<file path="src/lac_alarm_regs.svh">
// register indices, field positions, widths and reset values of the alarm control group
`ifndef LAC_ALARM_REGS_SVH
`define LAC_ALARM_REGS_SVH

// -----------------------------------------------------------------------------
// geometry
// -----------------------------------------------------------------------------
`define LAC_NCH 8
`define LAC_IDX_W 6
`define LAC_ADDR_W 8
`define LAC_DATA_W 32
`define LAC_REG_W 8
`define LAC_PAD_W 24
`define LAC_MON_W 4

// -----------------------------------------------------------------------------
// register indices (byte address is four times the index)
// -----------------------------------------------------------------------------
`define LAC_IDX_SIG_LOSS_STATUS 6'h04
`define LAC_IDX_DRV_FAULT_STATUS 6'h05
`define LAC_IDX_SIG_LOSS_IRQ_EN 6'h06
`define LAC_IDX_DRV_FAULT_IRQ_EN 6'h07
`define LAC_IDX_SIG_LOSS_FLAGS 6'h08
`define LAC_IDX_DRV_FAULT_FLAGS 6'h09
`define LAC_IDX_SOFT_RESET 6'h0A
`define LAC_IDX_MON_SELECT 6'h0B
`define LAC_IDX_DIG_LOOP 6'h0C
`define LAC_IDX_ALARM_STD 6'h0D
`define LAC_IDX_AUTO_ONES 6'h0E
`define LAC_IDX_FIRST 6'h04
`define LAC_IDX_LAST 6'h0E

// -----------------------------------------------------------------------------
// fields and reset values
// -----------------------------------------------------------------------------
`define LAC_MON_LSB 0
`define LAC_MON_MSB 3
`define LAC_STRB_LANE0 0
`define LAC_REG_RESET 8'h00
`define LAC_MON_RESET 4'h0
`define LAC_DATA_RESET 32'h0000_0000
`define LAC_INT_N_RESET 1'b1

`endif

</file>
<file path="src/lac_pkg.sv">
// state types of the alarm control register group
`default_nettype none
package lac_pkg;
`include "lac_alarm_regs.svh"

	typedef logic [`LAC_NCH-1:0] lac_chan_t;

	// -------------------------------------------------------------------------
	// flag unit state
	// -------------------------------------------------------------------------
	typedef struct packed {
		lac_chan_t status;
		lac_chan_t flags;
		logic hold;
	} lac_flag_state_t;

	// -------------------------------------------------------------------------
	// register bank state
	// -------------------------------------------------------------------------
	typedef struct packed {
		logic pready;
		logic pslverr;
		logic [`LAC_DATA_W-1:0] prdata;
		lac_chan_t los_irq_en;
		lac_chan_t dfm_irq_en;
		logic [`LAC_MON_W-1:0] mon_sel;
		lac_chan_t dig_loop;
		lac_chan_t alarm_std;
		lac_chan_t auto_ones;
		lac_chan_t all_ones_tx;
		logic int_n;
	} lac_bank_state_t;

endpackage
`default_nettype wire
</file>
<file path="src/lac_evt_if.sv">
// channel event path between the register bank and a flag unit
`timescale 1ns/1ps
`default_nettype none
`include "lac_alarm_regs.svh"
interface lac_evt_if;
	logic [`LAC_NCH-1:0] live;
	logic [`LAC_NCH-1:0] clr;
	logic srst;
	logic [`LAC_NCH-1:0] status;
	logic [`LAC_NCH-1:0] flags;

	modport bank (
		output live,
		output clr,
		output srst,
		input status,
		input flags
	);
	modport unit (
		input live,
		input clr,
		input srst,
		output status,
		output flags
	);
endinterface
`default_nettype wire

</file>
<file path="src/lac_alarm_ctrl.sv">
// apb register bank for line alarms, interrupts, loopback and monitor control
`timescale 1ns/1ps
`default_nettype none
`include "lac_alarm_regs.svh"

// Functional notes
// - driver short sets its status bit
// - signal loss change drives interrupt if enabled
// - driver fault change interrupts only if enabled
// - signal loss change sets its flag
// - driver fault change sets its flag
// - signal loss flags are sticky
// - driver fault flags are sticky
// - any soft reset write clears all registers
// - low nibble selects monitored channel path
// - loopback bit enables channel digital loopback
// - one selects etsi, zero selects g775
// - auto bit sends all ones on loss
// - every register resets to zero
// - signal loss status reads live detection
module lac_alarm_ctrl (
	input wire logic pclk,
	input wire logic presetn,
	input wire logic psel,
	input wire logic penable,
	input wire logic pwrite,
	input wire logic [`LAC_ADDR_W-1:0] paddr,
	input wire logic [`LAC_DATA_W-1:0] pwdata,
	input wire logic [3:0] pstrb,
	output logic pready,
	output logic [`LAC_DATA_W-1:0] prdata,
	output logic pslverr,
	input wire logic [`LAC_NCH-1:0] signal_absence_in,
	input wire logic [`LAC_NCH-1:0] driver_fault_monitor_in,
	output logic int_n,
	output logic [`LAC_MON_W-1:0] monitor_channel_sel,
	output logic [`LAC_NCH-1:0] digital_loop_en,
	output logic [`LAC_NCH-1:0] alarm_standard_etsi,
	output logic [`LAC_NCH-1:0] all_ones_transmit
);

	// -------------------------------------------------------------------------
	// address decode helpers
	// -------------------------------------------------------------------------
	function automatic logic lac_hit(
		input logic [`LAC_ADDR_W-1:0] addr,
		input logic [`LAC_IDX_W-1:0] idx
	);
		lac_hit = (addr == {idx, 2'b00});
	endfunction

	function automatic logic lac_mapped(input logic [`LAC_ADDR_W-1:0] addr);
		logic [`LAC_IDX_W-1:0] idx;
		idx = addr[`LAC_ADDR_W-1:2];
		lac_mapped = (addr[1:0] == 2'b00) && (idx >= `LAC_IDX_FIRST) &&
			(idx <= `LAC_IDX_LAST);
	endfunction

	// -------------------------------------------------------------------------
	// event paths
	// -------------------------------------------------------------------------
	lac_evt_if los_evt ();
	lac_evt_if dfm_evt ();

	lac_flag_unit u_los_flags (
		.pclk(pclk),
		.presetn(presetn),
		.evt(los_evt.unit)
	);

	lac_flag_unit u_dfm_flags (
		.pclk(pclk),
		.presetn(presetn),
		.evt(dfm_evt.unit)
	);

	// -------------------------------------------------------------------------
	// state
	// -------------------------------------------------------------------------
	lac_pkg::lac_bank_state_t s_q;
	lac_pkg::lac_bank_state_t s_d;
	logic access_c;
	logic first_c;
	logic done_c;
	logic wr_c;
	logic wr_lane_c;
	logic rd_done_c;
	logic srst_c;
	logic [`LAC_REG_W-1:0] rd_val_c;
	logic [`LAC_NCH-1:0] los_clr_c;
	logic [`LAC_NCH-1:0] dfm_clr_c;
	logic [`LAC_NCH-1:0] pending_c;
	logic [`LAC_NCH-1:0] los_pend_c;
	logic [`LAC_NCH-1:0] dfm_pend_c;

	// -------------------------------------------------------------------------
	// register decode strobes
	// -------------------------------------------------------------------------
	logic [`LAC_IDX_W-1:0] idx_c;
	logic mapped_c;
	logic wr_los_en_c;
	logic wr_dfm_en_c;
	logic wr_mon_c;
	logic wr_loop_c;
	logic wr_std_c;
	logic wr_ones_c;
	logic wc_los_c;
	logic wc_dfm_c;
	logic rc_los_c;
	logic rc_dfm_c;

	// -------------------------------------------------------------------------
	// next state
	// -------------------------------------------------------------------------
	always_comb begin
		s_d = s_q;
		access_c = psel & penable;
		// one wait state: data is registered in the first access cycle
		first_c = access_c & ~s_q.pready;
		done_c = access_c & s_q.pready;
		wr_c = done_c & pwrite & ~s_q.pslverr;
		wr_lane_c = wr_c & pstrb[`LAC_STRB_LANE0];
		rd_done_c = done_c & ~pwrite & ~s_q.pslverr;

		// ---------------------------------------------------------------------
		// register decode
		// ---------------------------------------------------------------------
		idx_c = paddr[`LAC_ADDR_W-1:2];
		mapped_c = lac_mapped(paddr);
		// done strobes already exclude refused addresses, so the index alone decides
		wr_los_en_c = 1'b0;
		wr_dfm_en_c = 1'b0;
		wr_mon_c = 1'b0;
		wr_loop_c = 1'b0;
		wr_std_c = 1'b0;
		wr_ones_c = 1'b0;
		wc_los_c = 1'b0;
		wc_dfm_c = 1'b0;
		rc_los_c = 1'b0;
		rc_dfm_c = 1'b0;

		case (idx_c)
			`LAC_IDX_SIG_LOSS_IRQ_EN: begin
				wr_los_en_c = wr_lane_c;
			end
			`LAC_IDX_DRV_FAULT_IRQ_EN: begin
				wr_dfm_en_c = wr_lane_c;
			end
			`LAC_IDX_SIG_LOSS_FLAGS: begin
				wc_los_c = wr_lane_c;
				rc_los_c = rd_done_c;
			end
			`LAC_IDX_DRV_FAULT_FLAGS: begin
				wc_dfm_c = wr_lane_c;
				rc_dfm_c = rd_done_c;
			end
			`LAC_IDX_MON_SELECT: begin
				wr_mon_c = wr_lane_c;
			end
			`LAC_IDX_DIG_LOOP: begin
				wr_loop_c = wr_lane_c;
			end
			`LAC_IDX_ALARM_STD: begin
				wr_std_c = wr_lane_c;
			end
			`LAC_IDX_AUTO_ONES: begin
				wr_ones_c = wr_lane_c;
			end
			default: begin
				// status, soft reset and unmapped indices store nothing here
				wr_los_en_c = 1'b0;
			end
		endcase

		// ---------------------------------------------------------------------
		// read mux
		// ---------------------------------------------------------------------
		rd_val_c = `LAC_REG_RESET;
		case (idx_c)
			`LAC_IDX_SIG_LOSS_STATUS: begin
				rd_val_c = los_evt.status;
			end
			`LAC_IDX_DRV_FAULT_STATUS: begin
				rd_val_c = dfm_evt.status;
			end
			`LAC_IDX_SIG_LOSS_IRQ_EN: begin
				rd_val_c = s_q.los_irq_en;
			end
			`LAC_IDX_DRV_FAULT_IRQ_EN: begin
				rd_val_c = s_q.dfm_irq_en;
			end
			`LAC_IDX_SIG_LOSS_FLAGS: begin
				rd_val_c = los_evt.flags;
			end
			`LAC_IDX_DRV_FAULT_FLAGS: begin
				rd_val_c = dfm_evt.flags;
			end
			`LAC_IDX_SOFT_RESET: begin
				// write-only strobe, nothing is stored
				rd_val_c = `LAC_REG_RESET;
			end
			`LAC_IDX_MON_SELECT: begin
				rd_val_c = {{(`LAC_REG_W-`LAC_MON_W){1'b0}}, s_q.mon_sel};
			end
			`LAC_IDX_DIG_LOOP: begin
				rd_val_c = s_q.dig_loop;
			end
			`LAC_IDX_ALARM_STD: begin
				rd_val_c = s_q.alarm_std;
			end
			`LAC_IDX_AUTO_ONES: begin
				rd_val_c = s_q.auto_ones;
			end
			default: begin
				rd_val_c = `LAC_REG_RESET;
			end
		endcase

		// ---------------------------------------------------------------------
		// bus answer
		// ---------------------------------------------------------------------
		s_d.pready = first_c;
		s_d.pslverr = 1'b0;
		// read data stands only with pready, zero otherwise
		s_d.prdata = `LAC_DATA_RESET;
		if (first_c) begin
			s_d.pslverr = ~mapped_c;
			if (!pwrite && mapped_c) begin
				s_d.prdata = {{`LAC_PAD_W{1'b0}}, rd_val_c};
			end
		end

		// ---------------------------------------------------------------------
		// control registers
		// ---------------------------------------------------------------------
		if (wr_los_en_c) begin
			s_d.los_irq_en = pwdata[`LAC_NCH-1:0];
		end
		if (wr_dfm_en_c) begin
			s_d.dfm_irq_en = pwdata[`LAC_NCH-1:0];
		end
		if (wr_mon_c) begin
			// upper bits are reserved and never stored
			s_d.mon_sel = pwdata[`LAC_MON_MSB:`LAC_MON_LSB];
		end
		if (wr_loop_c) begin
			s_d.dig_loop = pwdata[`LAC_NCH-1:0];
		end
		if (wr_std_c) begin
			s_d.alarm_std = pwdata[`LAC_NCH-1:0];
		end
		if (wr_ones_c) begin
			s_d.auto_ones = pwdata[`LAC_NCH-1:0];
		end

		// ---------------------------------------------------------------------
		// flag clearing
		// ---------------------------------------------------------------------
		// only the bits the host actually saw, so late events survive
		los_clr_c = `LAC_REG_RESET;
		dfm_clr_c = `LAC_REG_RESET;
		if (rc_los_c) begin
			los_clr_c = s_q.prdata[`LAC_NCH-1:0];
		end
		if (rc_dfm_c) begin
			dfm_clr_c = s_q.prdata[`LAC_NCH-1:0];
		end
		if (wc_los_c) begin
			los_clr_c = pwdata[`LAC_NCH-1:0];
		end
		if (wc_dfm_c) begin
			dfm_clr_c = pwdata[`LAC_NCH-1:0];
		end

		// ---------------------------------------------------------------------
		// line-side outputs
		// ---------------------------------------------------------------------
		s_d.all_ones_tx = s_q.auto_ones & los_evt.status;
		// enables double as the interrupt mask
		los_pend_c = los_evt.flags & s_q.los_irq_en;
		dfm_pend_c = dfm_evt.flags & s_q.dfm_irq_en;
		pending_c = los_pend_c | dfm_pend_c;
		s_d.int_n = ~(|pending_c);

		// ---------------------------------------------------------------------
		// soft reset: any write, any value, any lane
		// ---------------------------------------------------------------------
		srst_c = wr_c && lac_hit(paddr, `LAC_IDX_SOFT_RESET);
		if (srst_c) begin
			s_d.los_irq_en = `LAC_REG_RESET;
			s_d.dfm_irq_en = `LAC_REG_RESET;
			s_d.mon_sel = `LAC_MON_RESET;
			s_d.dig_loop = `LAC_REG_RESET;
			s_d.alarm_std = `LAC_REG_RESET;
			s_d.auto_ones = `LAC_REG_RESET;
			s_d.all_ones_tx = `LAC_REG_RESET;
			s_d.int_n = `LAC_INT_N_RESET;
		end
	end

	always_ff @(posedge pclk or negedge presetn) begin
		if (!presetn) begin
			s_q <= '{
				pready: 1'b0,
				pslverr: 1'b0,
				prdata: `LAC_DATA_RESET,
				los_irq_en: `LAC_REG_RESET,
				dfm_irq_en: `LAC_REG_RESET,
				mon_sel: `LAC_MON_RESET,
				dig_loop: `LAC_REG_RESET,
				alarm_std: `LAC_REG_RESET,
				auto_ones: `LAC_REG_RESET,
				all_ones_tx: `LAC_REG_RESET,
				int_n: `LAC_INT_N_RESET
			};
		end else begin
			s_q <= s_d;
		end
	end

	// -------------------------------------------------------------------------
	// connections
	// -------------------------------------------------------------------------
	assign los_evt.live = signal_absence_in;
	assign los_evt.clr = los_clr_c;
	assign los_evt.srst = srst_c;
	assign dfm_evt.live = driver_fault_monitor_in;
	assign dfm_evt.clr = dfm_clr_c;
	assign dfm_evt.srst = srst_c;

	assign pready = s_q.pready;
	assign prdata = s_q.prdata;
	assign pslverr = s_q.pslverr;
	assign int_n = s_q.int_n;
	assign monitor_channel_sel = s_q.mon_sel;
	assign digital_loop_en = s_q.dig_loop;
	assign alarm_standard_etsi = s_q.alarm_std;
	assign all_ones_transmit = s_q.all_ones_tx;

endmodule // lac_alarm_ctrl
`default_nettype wire

</file>
<file path="src/lac_flag_unit.sv">
// per-channel status mirror with sticky change flags
`timescale 1ns/1ps
`default_nettype none
`include "lac_alarm_regs.svh"
module lac_flag_unit (
	input wire logic pclk,
	input wire logic presetn,
	lac_evt_if.unit evt
);
	lac_pkg::lac_flag_state_t s_q;
	lac_pkg::lac_flag_state_t s_d;
	lac_pkg::lac_chan_t set_c;

	// -------------------------------------------------------------------------
	// next state
	// -------------------------------------------------------------------------
	always_comb begin
		s_d = s_q;
		s_d.hold = 1'b0;
		s_d.status = evt.live;
		// first cycle after a soft reset re-learns the lines without flagging them
		set_c = (evt.live ^ s_q.status) & {`LAC_NCH{~s_q.hold}};
		s_d.flags = (s_q.flags & ~evt.clr) | set_c;
		if (evt.srst) begin
			s_d.status = `LAC_REG_RESET;
			s_d.flags = `LAC_REG_RESET;
			s_d.hold = 1'b1;
		end
	end

	always_ff @(posedge pclk or negedge presetn) begin
		if (!presetn) begin
			s_q <= '{status: `LAC_REG_RESET, flags: `LAC_REG_RESET, hold: 1'b0};
		end else begin
			s_q <= s_d;
		end
	end

	assign evt.status = s_q.status;
	assign evt.flags = s_q.flags;
endmodule // lac_flag_unit
`default_nettype wire

</file>
<file path="config.mk">
export PLATFORM = sky130hd
export DESIGN_NAME = lac_alarm_ctrl
export DESIGN_NICKNAME = d
export VERILOG_FILES = /design/src/lac_pkg.sv /design/src/lac_evt_if.sv /design/src/lac_alarm_ctrl.sv /design/src/lac_flag_unit.sv
export VERILOG_INCLUDE_DIRS = /design/src
export SDC_FILE = /design/constraint.sdc
export NUM_CORES = 1
export LEC_CHECK = 0
export BUFFER_PORTS_ARGS = -buffer_cell sky130_fd_sc_hd__buf_2
export CAP_MARGIN = 20
export CORE_MARGIN = 2
export CORE_UTILIZATION = 53
export DETAILED_ROUTE_END_ITERATION = 6
export PLACE_DENSITY_LB_ADDON = 0.3
export SLEW_MARGIN = 25
export SYNTH_ARGS = -nofsm -noshare
export SYNTH_HDL_FRONTEND = slang
export SYNTH_SLANG_ARGS = --single-unit
</file>
<file path="constraint.sdc">
create_clock -name pclk -period 4.65 [get_ports pclk]
set_clock_uncertainty 0.05 [all_clocks]
set_input_delay 0.465 -clock pclk [delete_from_list [all_inputs] [get_ports pclk]]
set_output_delay 0.465 -clock pclk [all_outputs]
set_load 0.05 [all_outputs]
</file>
### After elaboration in Yosys (flattened, before gate mapping)

Cells that the tools add are included.

* $lt $le $gt $ge: 2
* equality and inequality tests: 11
* mux-type cells: 26
* bitwise operators: 29
* reductions and logical operators: 13

Operators by type and width (count)
* 2-to-1 mux 8 bit: 10
* one-hot mux 8 bit (10 select lines): 1
* AND 8 bit: 7
* 2-to-1 mux 53 bit: 1
* == test 6 x 4 -> 1 bit (second input constant): 6
* 2-to-1 mux 17 bit: 2
* 2-to-1 mux 33 bit: 1
* == test 6 x 3 -> 1 bit (second input constant): 4
* bitwise OR 8 bit: 3
* NOT 8 bit: 2
* XOR 8 bit: 2
* nonzero test 2 bit: 6
* 2-to-1 mux 1 bit: 10
* AND 1 bit: 8
* == test 8 x 6 -> 1 bit (second input constant): 1
* OR reduction 8 bit: 1
* NOT 1 bit: 7
* greater-or-equal comparator 6 x 3 -> 1 bit (second input constant): 1
* less-or-equal comparator 6 x 4 -> 1 bit (second input constant): 1
* logical AND 1 bit: 4
* 2-to-1 mux 4 bit: 1
* logical NOT 2 bit: 1
* logical NOT 1 bit: 1

* flip-flop bits (word level): 121

### Longest topological paths before layout

* depth in word-level cells: 11
* depth in mapped cells: 7
* depth with buffers taken out: 5

### Hierarchy

From an unflattened synthesis, not the netlist that was laid out.

* cells, all modules: 550
* area, all modules: 5611.6 um^2

Modules (own cells, without submodules)
* lac_alarm_ctrl: times used 1, cells each 414, area each 3972.6 um^2, sequential area each 1577.8 um^2
* lac_flag_unit: times used 2, cells each 68, area each 819.5 um^2, sequential area each 425.4 um^2

### Worst setup path after synthesis

Ideal clock, no wire load.

* path kind: register to register
* from: reg s_q (netlist bit pready)
* to: reg s_q (netlist bit digital_loop_en[0])
* arrival: 1.879 ns
* setup slack: 2.589 ns
* cell stages (with the launch flop): 6
* path buffers: 1
* period minus slack after synthesis: 2.061 ns
* cells stage by stage: dfrtp_1 > and4b_1 > clkbuf_1 > nand4_1 > mux2i_1 > nor2_1

* cells in the longest elaborated chain, start to end: 6

RTL lines
* from (decl): line lac_alarm_ctrl.sv:80 `lac_pkg::lac_bank_state_t s_q;`
* from (signal assigned): line lac_alarm_ctrl.sv:303 `s_q <= '{`
* AND 1 bit *: line lac_alarm_ctrl.sv:120 `done_c = access_c & s_q.pready;`
* AND 1 bit * (2 in series): line lac_alarm_ctrl.sv:121 `wr_c = done_c & pwrite & ~s_q.pslverr;`
* AND 1 bit: line lac_alarm_ctrl.sv:122 `` wr_lane_c = wr_c & pstrb[`LAC_STRB_LANE0]; ``
* 2-to-1 mux 1 bit: line lac_alarm_ctrl.sv:142 `case (idx_c)`
* nonzero test 2 bit (no source line)

Every way passes the cells marked *; elsewhere a longest branch is shown, timed or not.
A chain may end at the register's enable or synchronous reset.

### Worst setup path after layout

* from: reg s_q (netlist bit pready)
* to: reg s_q (netlist bit digital_loop_en[7])

The elaborated chain is that of the path after synthesis.

==> metrics.csv <==
metric,value,unit
grt_first_pass_wirelength,21800,um
cts.clk_slew.worst_paths,0.10,ns
required,4.90,ns
max-slew-margin-rel,26.0,%
cap_violations,0,
yosys.cell_types.count,48,
ys_seq_elements,96,
synth.cell_area,0.00529,sq mm
initial_core_util,54.4,%
dp_hpwl,9160,um
drive_above_1_share,21.2,%
ys_warn_count,0,
placed_area,0.00542,sq mm
syn_area_per_cell,10.2,sq um
clock-sinks,96,
cts_hold_buffers,0,
cts_buffer_depth,2,
nNetsFinal,607,
antenna_left,0,
post-synth-top-area-fraction,44.9,%
vias,4020,
whs,0.112,ns
drt_pass1_iterations,5,
wl_per_cell,20.3,um
yosysMostFrequentCell,dfrtp_1,
fmax,366,MHz
core_area,0.00973,sq mm
postCtsSetupBuffers,0,
end_kind,register,
clkLatencyLatePin,0.38,ns
worst-slew-pin-transition,1.11,ns
first_global_vias,3973,
synth-seq-area-share,45.4,%
grt_usage,26.0,%
port_buffers,76,
timing.final.crit_period,2.73,ns
drt-total-wl,13800,um
die_area,0.0108,sq mm
grt_overflow_total,0,
power_leakage,0.00262,uW
syn_inst,517,
gp_congestion,0.941,
synth_top_cell_by_area,dfrtp_1,
rows,36,
cts_resized,0,
crit_path_start_kind,register,
viasPerCell,5.91,
setup_tns,0,ns
critPathMaxFanout,42,
synth_commonest_cells,"95 x dfrtp_1, 84 x nor2_1, 60 x buf_4",
finalHoldViolCount,0,
fin_crit_sh,58.7,%
criticalPathCategory,reg2reg,
critPathSlowestCell,clkinv_1,
powerDensity,289,mW/mm^2
drtIter0Drc,312,
setup-violations-final,0,
cp_slowest_stage_delay,0.60,ns
cts_made_buffers,9,
h-tree-depth,3,
yosys_most_used_dff,dfrtp_1,
vdd_drop_max,0.155,mV
cts_tree,done,
antenna_found_initial,0,
min_path_type,in2async,
rsz0062_at_grt,false,
worstPathArrival,2.98,ns
fin_util,57.9,%
io_pins,128,
synth_edf_count,0,
async_reset_ff_share,100,%
synth_area_leaders,"dfrtp_1 45%, mux2i_1 10%, buf_4 8.5%",
diodes,0,
grt_max_degree,63,
die_h,104,um
slew_viol_final,0,
drc,0,
status,completed,
path_cells,and4b_1 -> nand4_1 -> buf_4 -> clkinv_1 -> buf_12 -> nor2_1,
syn_to_final_growth,6.50,%
cts-root-buf,clkbuf_8,
die_w,104,um
fin_area,0.00563,sq mm
## through the flow
stage | power (uW) | instances | setup slack, ns
6_report | 1630 | 680 | 1.92
5_1_grt | 1680 | 680 | 1.75
4_1_cts | 1640 | 680 | 1.94
3_5_place_dp | 1060 | 664 | 1.55
3_3_place_gp | 1060 | 664 | 1.63
2_1_floorplan | 1010 | 540 | 2.59
## kinds of logic after synthesis
group	after synthesis	share of synthesized area [%]
simple gates	170	17.2
flops	96	45.4
buf+inv	93	11.1
compound gates	76	10.4
mux	65	13.2
xor+xnor	16	2.65
other cells	1	0.0709
## worst max-delay path: cells and delay by family (launching register included)
kind	cells	cell delay (ns)
buffers and inverters	3	1.32
AND/OR/NAND/NOR	3	0.86
flip-flops	1	0.41
## placed cells by master, fill, tap and decap left out, types with 2 or more instances in the layout
cell	synthesis	layout
nand4_1	3	3
mux2i_1	55	55
buf_4	60	6
nand3_1	3	3
a31oi_1	8	8
clkbuf_8	0	11
and4_1	3	3
nand4b_1	2	2
nand2b_1	2	2
and2_1	22	22
nor4b_2	1	2
xnor2_1	16	16
nand2_1	8	8
conb_1	1	24
a21oi_1	17	17
nor2_1	84	84
mux2_2	7	7
a22oi_1	9	9
o21ai_0	6	6
nor4_4	2	2
and3_1	16	16
o2111ai_1	16	16
buf_2	9	75
o2bb2ai_1	3	3
mux4_2	3	3
clkinvlp_4	0	3
a221oi_1	5	5
a22o_1	9	9
nor3_1	2	2
dfrtp_1	95	95
nor2b_1	9	9
## flip-flops by register name, indices dropped and copies added (netlist names), 4 cells and up
| name | cells |
|---|---|
| prdata | 8 |
| u_dfm_flags.evt.flags | 8 |
| all_ones_transmit | 8 |
| digital_loop_en | 8 |
| u_los_flags.evt.status | 8 |
| alarm_standard_etsi | 8 |
| u_los_flags.evt.flags | 8 |
| monitor_channel_sel | 4 |
| s_q | 24 |
| u_dfm_flags.evt.status | 8 |
## final timing paths
check,depth (start not counted),start,end,slack [ns]
worst max register to register,6,pready,digital_loop_en[7],1.92
worst min-delay path,1,presetn,s_q[47],0.11
worst min register to register,2,u_dfm_flags.evt.flags[7],u_dfm_flags.evt.flags[7],0.50
min in group pclk,2,signal_absence_in[7],u_los_flags.evt.status[7],0.26
max in group asynchronous,2,presetn,int_n,3.47
worst max-delay path,6,pready,digital_loop_en[7],1.92
## routing by layer
layer  wire length [um]  vias up  track usage (%)
met2               6440      239             40.7
met1               5740     1963             35.2
li1                   -     1784                -
met3               1080       34             4.89
met4                516        0             12.0
met5                  0        -                0
## area by class of cell
type / instances / area [sq um]
Timing Repair Buffer: 82 / 440
Sequential cell: 96 / 2400
Multi-Input combinational cell: 351 / 2410
Clock buffer: 12 / 155
Tap cell: 133 / 166
Inverter: 2 / 7.51
Fill cell: 868 / 4100
Clock inverter: 4 / 52.6
## power by group
group	switching (uW)	internal (uW)	total (uW)
Combinational	140	54.2	194
Sequential	10.5	846	856
Clock	300	278	578
Note: power is estimated with default switching activity, not from simulation.
